--- config.mk ---
export PLATFORM = sky130hd
export DESIGN_NAME = seq_start_ctl
export DESIGN_NICKNAME = d
export VERILOG_FILES = /design/src/seq_start_pkg.sv /design/src/seq_start_ctl.sv
export SDC_FILE = /design/constraint.sdc
export NUM_CORES = 1
export LEC_CHECK = 0
export BUFFER_PORTS_ARGS = -buffer_cell sky130_fd_sc_hd__buf_2
export CAP_MARGIN = 20
export CORE_MARGIN = 3
export CORE_UTILIZATION = 45
export DETAILED_ROUTE_END_ITERATION = 16
export PLACE_DENSITY = 0.73
export SYNTH_ARGS = -nofsm -noshare
export SYNTH_HDL_FRONTEND = slang
export SYNTH_SLANG_ARGS = --single-unit
--- constraint.sdc ---
create_clock -name hclk -period 7.65 [get_ports hclk]
set_input_delay 1.53 -clock hclk [delete_from_list [all_inputs] [get_ports hclk]]
set_output_delay 1.53 -clock hclk [all_outputs]
set_load 0.1 [all_outputs]
--- src/seq_start_pkg.sv ---
/*
  Package for the conversion start and channel select control.
  Holds register offsets, field positions, reset values and carrier types.
  Assumes a 32-bit AHB-Lite register bus, one word per register.
*/
package seq_start_pkg;

  // ----------------------------------------------------------------------
  // Register map (index times four is the byte address)
  // ----------------------------------------------------------------------
  localparam logic [7:0]  START_INDEX      = 8'h05;
  localparam logic [7:0]  CFG_INDEX        = 8'h10;
  localparam logic [7:0]  STATUS_INDEX     = 8'h11;
  localparam logic [31:0] START_ADDR       = {22'h0, START_INDEX, 2'b00};
  localparam logic [31:0] CFG_ADDR         = {22'h0, CFG_INDEX, 2'b00};
  localparam logic [31:0] STATUS_ADDR      = {22'h0, STATUS_INDEX, 2'b00};

  // ----------------------------------------------------------------------
  // Field positions
  // ----------------------------------------------------------------------
  localparam int          SPECIAL_BIT      = 6;
  localparam int          SCAN_BIT         = 5;
  localparam int          ACROSS_BIT       = 4;
  localparam int          CODE_LSB         = 0;
  localparam int          WRAP_LSB         = 0;
  localparam int          LENGTH_LSB       = 4;
  localparam int          TRIG_EN_BIT      = 8;

  // ----------------------------------------------------------------------
  // Reset values and channel codes
  // ----------------------------------------------------------------------
  localparam logic [7:0]  START_RESET      = 8'h00;
  localparam logic [3:0]  WRAP_RESET       = 4'hF;
  localparam logic [3:0]  LENGTH_RESET     = 4'h4;
  localparam logic [3:0]  LAST_INPUT       = 4'hB;
  localparam logic [3:0]  INPUT_SEVEN      = 4'h7;
  localparam logic [3:0]  FULL_LENGTH      = 4'hC;
  localparam logic [3:0]  CODE_INTERNAL    = 4'h1;
  localparam logic [3:0]  CODE_HIGH_REF    = 4'h4;
  localparam logic [3:0]  CODE_LOW_REF     = 4'h5;
  localparam logic [3:0]  CODE_MID_REF     = 4'h6;

  // Source handed to the converter core for one conversion
  typedef struct packed {
    logic       special;
    logic       reserved;
    logic [3:0] channel;
  } source_t;

  typedef struct packed {
    logic       special_select;
    logic       scan;
    logic       across_channels;
    logic [3:0] code;
  } start_ctl_t;

endpackage

--- src/seq_start_ctl.sv ---
/*
  Conversion start and channel selection control of the sequence controller.
  Assumes the converter core pulses conv_done at the end of each conversion
  and accepts a new source whenever conv_start pulses.
*/
// Behaviour
// (RULE1) Start register write aborts and restarts
// (RULE2) External trigger armed by first write
// (RULE3) Start pulse marks first sampling phase
// (RULE4) Start register at offset five, anytime
// (RULE5) Bit six enables special channels
// (RULE6) Bit five selects single or scan
// (RULE7) Trigger mode ignores scan, one sequence
// (RULE8) Single mode holds one channel
// (RULE9) Multi mode increments over length channels
// (RULE10) Wrap channel is followed by zero
// (RULE11) Start above wrap wraps seven to zero
// (RULE12) Codes above eleven select input eleven
// (RULE13) Special codes pick internal sources
// (RULE14) Length code decoding, zero means twelve
// (RULE15) Channel tracked in internal counter
`timescale 1ns/1ps
`default_nettype none

module seq_start_ctl (
  input  wire logic                    hclk,       // Bus clock, 100 MHz
  input  wire logic                    hresetn,    // Async reset, active low
  input  wire logic                    hsel,       // AHB slave select
  input  wire logic [31:0]             haddr,      // AHB address
  input  wire logic [1:0]              htrans,     // AHB transfer type
  input  wire logic                    hwrite,     // AHB write
  input  wire logic [2:0]              hsize,      // AHB size
  input  wire logic [31:0]             hwdata,     // AHB write data
  input  wire logic                    hready,     // AHB bus ready
  output logic      [31:0]             hrdata,     // AHB read data
  output logic                         hreadyout,  // AHB slave ready
  output logic                         hresp,      // AHB response, OKAY
  input  wire logic                    ext_trigger,// External trigger event pulse
  input  wire logic                    conv_done,  // Core finished a conversion
  output logic                         conv_start, // Start of a sampling phase
  output logic                         conv_abort, // Abort running conversion
  output seq_start_pkg::source_t       source,     // Source of current conversion
  output logic                         busy        // Sequence in progress
);

  // ----------------------------------------------------------------------
  // Register bus
  // ----------------------------------------------------------------------
  logic                       wr_pend;
  logic [7:0]                 wr_index;
  seq_start_pkg::start_ctl_t  ctl;
  logic [3:0]                 wrap_channel;
  logic [3:0]                 length_code;
  logic                       ext_trigger_en;
  logic                       armed;
  logic [3:0]                 chan;
  logic [3:0]                 remaining;
  logic                       start_write;
  logic [3:0]                 seq_len;
  logic [3:0]                 next_chan;
  logic                       wrapped;

  assign hreadyout = 1'b1;
  assign hresp     = 1'b0;

  always_ff @(posedge hclk or negedge hresetn) begin
    if (!hresetn) begin
      wr_pend  <= 1'b0;
      wr_index <= 8'h00;
    end else if (hready) begin
      wr_pend  <= hsel && htrans[1] && hwrite;
      wr_index <= haddr[9:2];
    end
  end

  assign start_write = wr_pend && (wr_index == seq_start_pkg::START_INDEX);

  always_ff @(posedge hclk or negedge hresetn) begin
    if (!hresetn) begin
      ctl            <= seq_start_pkg::START_RESET[6:0];
      wrap_channel   <= seq_start_pkg::WRAP_RESET;
      length_code    <= seq_start_pkg::LENGTH_RESET;
      ext_trigger_en <= 1'b0;
    end else if (wr_pend) begin
      if (wr_index == seq_start_pkg::START_INDEX) begin  // [RULE4]
        ctl <= hwdata[6:0];
      end else if (wr_index == seq_start_pkg::CFG_INDEX) begin
        wrap_channel   <= hwdata[seq_start_pkg::WRAP_LSB +: 4];
        length_code    <= hwdata[seq_start_pkg::LENGTH_LSB +: 4];
        ext_trigger_en <= hwdata[seq_start_pkg::TRIG_EN_BIT];
      end
    end
  end

  always_ff @(posedge hclk or negedge hresetn) begin
    if (!hresetn) begin
      hrdata <= 32'h0000_0000;
    end else if (hready && hsel && htrans[1] && !hwrite) begin
      unique case (haddr[9:2])
        seq_start_pkg::START_INDEX:  hrdata <= {25'h0, ctl};
        seq_start_pkg::CFG_INDEX:    hrdata <= {23'h0, ext_trigger_en, length_code,
                                                wrap_channel};
        seq_start_pkg::STATUS_INDEX: hrdata <= {22'h0, armed, busy, remaining, chan};
        default:                     hrdata <= 32'h0000_0000;
      endcase
    end
  end

  // ----------------------------------------------------------------------
  // Sequence control
  // ----------------------------------------------------------------------
  always_comb begin
    if (length_code == 4'h0 || length_code >= seq_start_pkg::FULL_LENGTH) begin
      seq_len = seq_start_pkg::FULL_LENGTH;  // [RULE14]
    end else begin
      seq_len = length_code;
    end
  end

  // Wrap at the wrap channel, or at seven while a start above it is pending
  always_comb begin
    if (!ctl.across_channels) begin
      next_chan = chan;  // [RULE8]
    end else if (!wrapped && chan == seq_start_pkg::INPUT_SEVEN) begin
      next_chan = 4'h0;  // [RULE11]
    end else if (chan == wrap_channel) begin
      next_chan = 4'h0;  // [RULE10]
    end else begin
      next_chan = chan + 4'h1;  // [RULE9]
    end
  end

  always_ff @(posedge hclk or negedge hresetn) begin
    if (!hresetn) begin
      armed <= 1'b0;
    end else if (start_write) begin
      armed <= 1'b1;  // [RULE2]
    end
  end

  always_ff @(posedge hclk or negedge hresetn) begin
    if (!hresetn) begin
      busy       <= 1'b0;
      chan       <= 4'h0;
      remaining  <= 4'h0;
      wrapped    <= 1'b1;
      conv_start <= 1'b0;
      conv_abort <= 1'b0;
    end else begin
      conv_start <= 1'b0;
      conv_abort <= start_write && busy;  // [RULE1]
      if (start_write && !ext_trigger_en ||
          !start_write && ext_trigger_en && armed && ext_trigger && !busy) begin
        // Field is kept; the live channel lives in the counter
        busy       <= 1'b1;
        chan       <= start_write ? hwdata[3:0] : ctl.code;  // [RULE15]
        wrapped    <= ((start_write ? hwdata[3:0] : ctl.code) <= wrap_channel);
        remaining  <= seq_len;
        conv_start <= 1'b1;  // [RULE3]
      end else if (start_write) begin
        busy <= 1'b0;  // [RULE1] [RULE2]
      end else if (busy && conv_done) begin
        if (remaining > 4'h1) begin
          remaining  <= remaining - 4'h1;
          chan       <= next_chan;
          if (next_chan == 4'h0 && ctl.across_channels) begin
            wrapped <= 1'b1;
          end
          conv_start <= 1'b1;
        end else if (ctl.scan && !ext_trigger_en) begin
          remaining  <= seq_len;  // [RULE6]
          chan       <= ctl.code;
          wrapped    <= (ctl.code <= wrap_channel);
          conv_start <= 1'b1;
        end else begin
          busy <= 1'b0;  // [RULE7]
        end
      end
    end
  end

  // ----------------------------------------------------------------------
  // Source decode for the analog multiplexer
  // ----------------------------------------------------------------------
  always_ff @(posedge hclk or negedge hresetn) begin
    if (!hresetn) begin
      source <= '0;
    end else if (ctl.special_select) begin  // [RULE5]
      source.special  <= 1'b1;
      source.channel  <= chan;
      source.reserved <= !(chan == seq_start_pkg::CODE_INTERNAL ||
                           chan == seq_start_pkg::CODE_HIGH_REF ||
                           chan == seq_start_pkg::CODE_LOW_REF ||
                           chan == seq_start_pkg::CODE_MID_REF);  // [RULE13]
    end else begin
      source.special  <= 1'b0;
      source.reserved <= 1'b0;
      source.channel  <= (chan > seq_start_pkg::LAST_INPUT) ?
                         seq_start_pkg::LAST_INPUT : chan;  // [RULE12]
    end
  end

  // ----------------------------------------------------------------------
  // Checks
  // ----------------------------------------------------------------------
  chk_write_restarts: assert property (@(posedge hclk) disable iff (!hresetn)  // [RULE1]
    start_write && !ext_trigger_en
    |=> conv_start && busy)
    else $error("start write did not restart sequence");

  chk_abort_pulse: assert property (@(posedge hclk) disable iff (!hresetn)  // [RULE1]
    start_write && busy
    |=> conv_abort)
    else $error("start write did not abort running sequence");

  chk_no_abort: assert property (@(posedge hclk) disable iff (!hresetn)  // [RULE1]
    !start_write
    |=> !conv_abort)
    else $error("abort without a start write");

  chk_start_stored: assert property (@(posedge hclk) disable iff (!hresetn)  // [RULE4]
    start_write
    |=> ctl == $past(hwdata[6:0]))
    else $error("start register did not take written value");

  chk_trigger_needs_arm: assert property (@(posedge hclk) disable iff (!hresetn)  // [RULE2]
    ext_trigger_en && !armed && !start_write
    |=> !conv_start)
    else $error("trigger started before arming write");

  chk_start_arms: assert property (@(posedge hclk) disable iff (!hresetn)  // [RULE2]
    start_write
    |=> armed)
    else $error("start write did not arm trigger");

  chk_trig_start: assert property (@(posedge hclk) disable iff (!hresetn)  // [RULE2]
    ext_trigger_en && armed && ext_trigger && !busy && !start_write
    |=> conv_start && busy)
    else $error("armed trigger did not start sequence");

  chk_start_busy: assert property (@(posedge hclk) disable iff (!hresetn)  // [RULE3]
    conv_start
    |-> busy)
    else $error("sampling start outside a sequence");

  chk_special_flag: assert property (@(posedge hclk) disable iff (!hresetn)  // [RULE5]
    ctl.special_select
    |=> source.special)
    else $error("special select not passed to source");

  chk_scan_repeat: assert property (@(posedge hclk) disable iff (!hresetn)  // [RULE6]
    busy && conv_done && remaining == 4'h1 && ctl.scan && !ext_trigger_en && !start_write
    |=> conv_start && busy)
    else $error("scan mode did not repeat sequence");

  chk_single_stop: assert property (@(posedge hclk) disable iff (!hresetn)  // [RULE6]
    busy && conv_done && remaining == 4'h1 && !ctl.scan && !start_write
    |=> !busy)
    else $error("single sequence did not stop");

  chk_trigger_single: assert property (@(posedge hclk) disable iff (!hresetn)  // [RULE7]
    busy && ext_trigger_en && conv_done && remaining == 4'h1 && !start_write
    |=> !busy && !conv_start)
    else $error("trigger mode repeated sequence");

  chk_single_holds: assert property (@(posedge hclk) disable iff (!hresetn)  // [RULE8]
    busy && !ctl.across_channels && !start_write
    |=> chan == $past(chan))
    else $error("single channel mode changed channel");

  chk_done_next: assert property (@(posedge hclk) disable iff (!hresetn)  // [RULE9]
    busy && conv_done && remaining > 4'h1 && !start_write
    |=> conv_start)
    else $error("next conversion not started");

  chk_chan_step: assert property (@(posedge hclk) disable iff (!hresetn)  // [RULE9]
    busy && conv_done && ctl.across_channels && remaining > 4'h1 && !start_write
    && chan != wrap_channel && !(!wrapped && chan == 4'h7)
    |=> chan == $past(chan) + 4'h1)
    else $error("channel did not increment");

  chk_wrap_zero: assert property (@(posedge hclk) disable iff (!hresetn)  // [RULE10]
    busy && conv_done && ctl.across_channels && chan == wrap_channel && wrapped
    && remaining > 4'h1 && !start_write
    |=> chan == 4'h0)
    else $error("wrap channel not followed by zero");

  chk_seven_wrap: assert property (@(posedge hclk) disable iff (!hresetn)  // [RULE11]
    busy && conv_done && ctl.across_channels && !wrapped && chan == 4'h7
    && remaining > 4'h1 && !start_write
    |=> chan == 4'h0)
    else $error("start above wrap did not wrap at seven");

  chk_code_clamp: assert property (@(posedge hclk) disable iff (!hresetn)  // [RULE12]
    !ctl.special_select && chan > 4'hB
    |=> source.channel == 4'hB)
    else $error("channel code not clamped to eleven");

  chk_reserved_ok: assert property (@(posedge hclk) disable iff (!hresetn)  // [RULE13]
    ctl.special_select && chan == 4'h1
    |=> !source.reserved)
    else $error("internal source flagged reserved");

  chk_reserved_bad: assert property (@(posedge hclk) disable iff (!hresetn)  // [RULE13]
    ctl.special_select && chan == 4'h0
    |=> source.reserved)
    else $error("reserved special code not flagged");

  chk_length_zero: assert property (@(posedge hclk) disable iff (!hresetn)  // [RULE14]
    start_write && !ext_trigger_en && length_code == 4'h0
    |=> remaining == 4'hC)
    else $error("length code zero not twelve");

  chk_field_kept: assert property (@(posedge hclk) disable iff (!hresetn)  // [RULE15]
    busy && !start_write
    |=> ctl == $past(ctl))
    else $error("start field changed during sequence");

endmodule

`default_nettype wire

==> flow_summary_export.csv, run 1 <==
group,metric,value,unit
yosys,synthTopCellsByArea,"dfrtp_1, mux2_2, buf_4, ha_1, dfstp_2",
yosys,avgSynthCellArea,10.2,um2
outcome,status,"complete, no violations",
yosys,yosysTopAreaCell,"dfrtp_1",
layout,final_area,3390,um2
sta,relSlewSlack,27.9,%
layout,drive_gt1_share,27.5,%
clock_tree,htreeDepth,2,
critical_path,setup.worst_path.start_class,"input pin",
yosys,synth_compound_area_share,14.6,%
floorplanning,die_w,88.9,um
sta,rsz0062_at_grt,"false",
detailed_routing,drc,0,
place,post_dp_cell_area,3270,um2
critical_path,worstPathCellList,"buf_2, nor3_1, nand3_1, nor4_2, nor3_1, or2_0, o21ai_0",
yosys,synth-main-ff-cell,"dfrtp_1",
sta,fin_skew,13.1,ps
yosys,syn_area,3090,um2
layout,fillCellCount,583,
power_and_ir_drop,finalPower,0.00101,W
floorplanning,die_height,88.9,um
yosys,synth-simple-area-share,13.5,%
yosys,synth.top_cell.area_share,38.9,%
floorplanning,core_region_area,6490,um2
clock_tree,hold_buffers,0,
critical_path,cp.required,7870,ps
clock_tree,max-clock-path-buffers,2,
yosys,synth_top_family_by_area,"compound AO/OA/AOI/OAI gates",
power_and_ir_drop,vdd_ir_drop_max,0.102,mV
yosys,async_flop_share,100,%
yosys,seq_area_frac_synth,44.0,%
floorplanning,top_level_ports,119,
sta,slew_viol_final,0,
clock_tree,tritoncts,"yes",
detailed_routing,viasPerCell,5.55,
global_route,grt_pass1_vias,2234,
detailed_routing,ant_nets,0,
clock_tree,postCtsSetupBuffers,0,
clock_tree,cts_inserted_buffers,5,
power_and_ir_drop,pwr_density_cell,297,nW/um2
yosys,synth_xor_area_share,1.13,%
sta,report.final.setup_viol,0,
yosys,synthMuxAreaShare,11.6,%
clock_tree,insertion_delay,310,ps
yosys,synth-seq-cells,54,
global_route,antenna_found_initial,0,
global_route,grt_pass1_wl,10800,um
power_and_ir_drop,total_leakage_power,1.58,nW
sta,final_hold_viol_count,0,
detailed_routing,drtIter0Drc,168,
place,gp_congestion,0.883,
layout,area_growth,9.60,%
sta,min_period_over_period,43.3,%
worst_hold_path,hp-class,"reg -> reg",
detailed_routing,detail_route.first_pass.iterations,5,
place,port_buffers,43,
critical_path,crit_fanout,10,
sta,fin_ws,4330,ps
yosys,synth_edf_count,0,
flow_run,cap_violations,0,
detailed_routing,routedWlPerCell,15.8,um
clock_tree,cts_resized,0,
critical_path,critPathMostFrequentCell,"nor3_1",
critical_path,path_class,"in -> reg",
sta,fin_hold_ws,461,ps
clock_tree,cts_root_buffer,"clkbuf_8",
global_route,grt-ovfl-total,0,
yosys,synth_cell_types,46,
critical_path,crit_arrival,3540,ps
place,dp_slack,4030,ps
detailed_routing,vias,2324,
detailed_routing,routed_wirelength,6610,um
yosys,syn_inst,302,
place,dp_hpwl,4910,um
global_route,grt_max_degree,55,
floorplanning,floorplan.initialDensity,47.6,%
critical_path,end_kind,"register",
critical_path,cp_slowest_cell,"nor4_2",
yosys,synthAdderAreaFrac,5.67,%
sta,fmax,0.302,GHz
sta,finalSetupTns,0,ps
global_route,grt_usage,17.7,%
clock_tree,clk_pin_slew,100,ps
sta,period_needed,3320,ps
layout,antennaDiodeCount,0,
floorplanning,row_count,29,
clock_tree,clock_sink_count,54,
sta,tightest_slew,1070,ps
yosys,ys_warn_count,0,
floorplanning,die_area,7900,um2
critical_path,max_stage_delay,820,ps
layout,fin_nets,431,
placed cells by master (no fill, tap or decap), types with 4 or more instances in the layout:
cell type | Yosys | routed
dfrtp_1 | 48 | 48
a222oi_1 | 7 | 7
a21oi_1 | 12 | 12
ha_1 | 14 | 14
dfstp_2 | 6 | 6
xnor2_1 | 4 | 4
conb_1 | 2 | 24
buf_2 | 0 | 43
nor3_1 | 7 | 7
nand4_1 | 6 | 6
a22oi_1 | 4 | 4
nand3_1 | 5 | 5
nor2_1 | 17 | 17
nor2b_1 | 4 | 4
mux2_2 | 28 | 28
nand2_1 | 26 | 26
clkbuf_8 | 0 | 5
inv_1 | 16 | 16
o21ai_0 | 25 | 25
routing by layer:
metal  routed length, um  track usage (%)  up-vias
met3                 340             3.45        4
met2                3370             30.6       66
met4                  30             3.43        0
met5                   0                0        -
li1                    -                -     1119
met1                2870             23.1     1135
sequential cells by signal (all words and copies together) (netlist names):
| register | cells |
|---|---|
| ctl | 7 |
| remaining | 4 |
| ext_trigger_en | 1 |
| conv_abort | 1 |
| chan | 4 |
| wrapped | 1 |
| busy | 1 |
| length_code | 4 |
| wrap_channel | 4 |
| hrdata | 10 |
| wr_index | 8 |
| conv_start | 1 |
| wr_pend | 1 |
| armed | 1 |
| source | 6 |
layout make-up:
cell class	count	area, um2	area share (%)
Timing Repair Buffer	45	230	6.80
Sequential cell	54	1360	40.1
Multi-Input combinational cell	219	1530	45.1
Tap cell	77	96.3	2.85
Clock buffer	5	68.8	2.03
Inverter	16	60.1	1.77
Clock inverter	3	43.8	1.29
power by group:
part	internal (W)	switching [W]
clock	0.0000983	0.0000962
combinational	0.000112	0.000301
sequential	0.000335	0.0000643
worst paths after layout:
| kind | from | to | slack (ps) | cells after the start |
|---|---|---|---|---|
| max in group asynchronous | hresetn | chan[0] | 5870 | 2 |
| setup / recovery | haddr[9] | hrdata[5] | 4330 | 7 |
| hold reg to reg | ctl[6] | source[5] | 460 | 0 |
| hold / removal | ctl[6] | source[5] | 460 | 0 |
| min in group asynchronous | hresetn | hrdata[9] | 1330 | 2 |
| setup reg to reg | wr_index[1] | wrapped | 4770 | 10 |
through the flow:
| stage | utilization, % | instances |
|---|---|---|
| finish | 52.1 | 419 |
| global placement | 50.4 | 411 |
| global route | 52.1 | 419 |
| detailed placement | 50.4 | 411 |
| floorplan | - | 324 |
| CTS | 52.1 | 419 |
worst max-delay path: cells and delay by family:
kind | cells | cell delay (ps)
simple gates | 5 | 1690
compound gates | 1 | 210
buf+inv | 1 | 100
kinds of logic after synthesis:
family,Yosys count
flip-flops,54
other,2
AND/OR/NAND/NOR,78
adder cells (fa/ha/maj),14
AO/OA/AOI/OAI,68
multiplexers,31
buffers and inverters,51
XOR/XNOR,4
synth_stat cells (4+ instances only):
master / count
mux2_2: 28
nor3_1: 7
nand2_1: 26
dfstp_2: 6
nand3_1: 5
nor2_1: 17
ha_1: 14
inv_1: 16
xnor2_1: 4
dfrtp_1: 48
o21ai_0: 25
a21oi_1: 12
clkbuf_1: 9
buf_4: 25
a222oi_1: 7
nor2b_1: 4
a22oi_1: 4
nand4_1: 6
(Power assumes the default switching activity.)
==> run 2, diff against run 1 <==
- ABC_AREA: not set -> 1
- clock period: 7.65 -> 3.42 ns (I/O delays scaled with it)
==> flow_summary_export.csv, run 2 <==
group,metric,value,unit
outcome,status,"complete, no violations",
layout,layout_commonest_cell,"nand2_1",
layout,area_growth,9.44,%
flow_run,cap_violations,0,
detailed_routing,drtIter0Drc,145,
yosys,syn_inst,392,
critical_path,r2r-start,"wr_index[7]",
detailed_routing,viasPerCell,4.90,
yosys,seq_area_frac_synth,42.2,%
global_route,grt_max_degree,36,
yosys,yosysMostFrequentCell,"nand2_1",
clock_tree,postCtsSetupBuffers,0,
clock_tree,tritoncts,"yes",
critical_path,crit_arrival,2620,ps
critical_path,critPathTopFamily,"simple AND/OR/NAND/NOR gates",
sta,rsz0062_at_grt,"false",
sta,finalSetupTns,0,ps
global_route,antenna_found_initial,0,
yosys,ys_warn_count,0,
place,dp_hpwl,5170,um
clock_tree,hold_buffers,0,
global_route,grt-ovfl-total,0,
yosys,yosysTopAreaCell,"dfrtp_1",
sta,final_hold_viol_count,0,
clock_tree,cts_inserted_buffers,5,
yosys,avgSynthCellArea,8.22,um2
floorplanning,die_height,90.6,um
clock_tree,htreeDepth,2,
yosys,synth-seq-cells,54,
floorplanning,die_w,90.6,um
global_route,grt_pass1_wl,11600,um
clock_tree,max-clock-path-buffers,2,
layout,reg_top3,"hrdata x10, wr_index x8, ctl x7",
detailed_routing,routed_wirelength,6770,um
sta,fin_skew,9.18,ps
clock_tree,clk_pin_slew,100,ps
yosys,async_flop_share,100,%
floorplanning,floorplan.initialDensity,46.9,%
layout,fillCellCount,673,
place,gp_congestion,0.901,
floorplanning,die_area,8210,um2
layout,largest_reg_flops,10,
layout,fin_nets,521,
critical_path,max_stage_delay,380,ps
clock_tree,cts_resized,0,
critical_path,ff2ff_setup_slack,1050,ps
floorplanning,top_level_ports,119,
yosys,synth-main-ff-cell,"dfrtp_1",
sta,slew_viol_final,0,
critical_path,cp.required,3680,ps
critical_path,startpoint,"wr_index[7]",
critical_path,end_kind,"register",
layout,antennaDiodeCount,0,
yosys,synth_edf_count,0,
critical_path,cp_slowest_cell,"dfrtp_1",
critical_path,setup.worst_path.start_class,"register",
layout,regArea,1360,um2
layout,multiInputGateArea,1530,um2
floorplanning,core_region_area,6870,um2
detailed_routing,vias,2588,
global_route,grt_pass1_vias,2476,
layout,top_register,"hrdata",
sta,report.final.setup_viol,0,
critical_path,worstPathCellList,"inv_1, nand2_1, nor3_1, nand3_1, o21ai_0, inv_1, ha_1, a21oi_1, o21ai_0, o21ai_0, nand2_1, nand2_1, nand3_2, nand2_1",
clock_tree,cts_root_buffer,"clkbuf_8",
floorplanning,row_count,30,
sta,fmax,0.423,GHz
worst_hold_path,hp-class,"in -> async",
detailed_routing,detail_route.first_pass.iterations,4,
layout,drive_gt1_share,20.1,%
critical_path,critPathMostFrequentCell,"nand2_1",
global_route,grt_usage,17.2,%
layout,mostFrequentLayoutCells,"nand2_1, dfrtp_1, buf_2, inv_1, o21ai_0",
sta,relSlewSlack,49.2,%
critical_path,path_class,"reg -> reg",
yosys,synth_cell_types,41,
sta,period_needed,2370,ps
critical_path,path_buf_inv,2,
place,port_buffers,43,
clock_tree,insertion_delay,310,ps
clock_tree,clock_sink_count,54,
detailed_routing,routedWlPerCell,12.8,um
power_and_ir_drop,total_leakage_power,1.88,nW
critical_path,crit_fanout,4,
yosys,synth.top_cell.area_share,37.3,%
detailed_routing,ant_nets,0,
sta,min_period_over_period,69.2,%
sta,tightest_slew,760,ps
yosys,synthTopCellsByArea,"dfrtp_1, nand2_1, buf_4, ha_1, o21ai_0",
layout,final_core_util,51.3,%
power_and_ir_drop,vdd_ir_drop_max,0.306,mV
detailed_routing,drc,0,
yosys,synth_common_cells,"nand2_1, dfrtp_1, inv_1",
power_and_ir_drop,pwr_density_cell,701,nW/um2
yosys,syn_area,3220,um2
==> run 2: path summary, 6_finish.rpt <==
path	endpoint	depth (start not counted)
min in group hclk	wrapped	2
max	wrapped	14
min reg2reg	wrapped	2
max reg2reg	wrapped	14
min	hrdata[1]	1
max in group asynchronous	length_code[2]	2
==> run 2: area by class of cell <==
cell class	count	share of cell area, %
clock buffer	6	2.06
clock inverter	2	1.06
inverter	46	5.11
multi-input combinational	280	43.5
sequential	54	38.5
tap	96	3.41
timing repair buffer	44	6.32
==> run 2: where the power goes <==
group / switching, W / leakage (nW) / internal [W]
combinational: 0.000857 / 1.18 / 0.000302
clock: 0.000208 / 0.0514 / 0.000219
sequential: 0.000118 / 0.644 / 0.000767
total: 0.00118 / 1.88 / 0.00129
==> run 2: kinds of logic after synthesis <==
family / after synthesis / share of synthesized area (%)
and+or+nand+nor: 157 / 23.6
muxes: 4 / 1.40
other: 2 / 0.233
xor gates and xnor gates: 3 / 0.816
DFF: 54 / 42.2
buffers and inverters: 80 / 12.8
adders and majority gates: 14 / 5.44
AOI/OAI and AO/OA: 78 / 13.6
==> run 2: metal layers <==
layer | share of wire, % | global-route usage [%]
met3 | 4.0 | 3.08
met5 | 0 | 0
met1 | 45 | 22.3
met4 | 1.2 | 4.85
met2 | 49 | 29.3
==> run 2: through the flow <==
step | power [W] | instances | worst slack [ps] | instance area [um2] | hold slack (ps)
final | 0.00247 | 528 | 1050 | 3530 | 291
after global routing | 0.00265 | 528 | 831 | 3530 | 320
after CTS | 0.00248 | 528 | 1090 | 3530 | 308
after detailed placement | 0.00205 | 520 | 1120 | 3420 | 455
after global placement | 0.00202 | 520 | 1170 | 3420 | 450
after floorplan | 0.00187 | 414 | 1490 | 3300 | 388
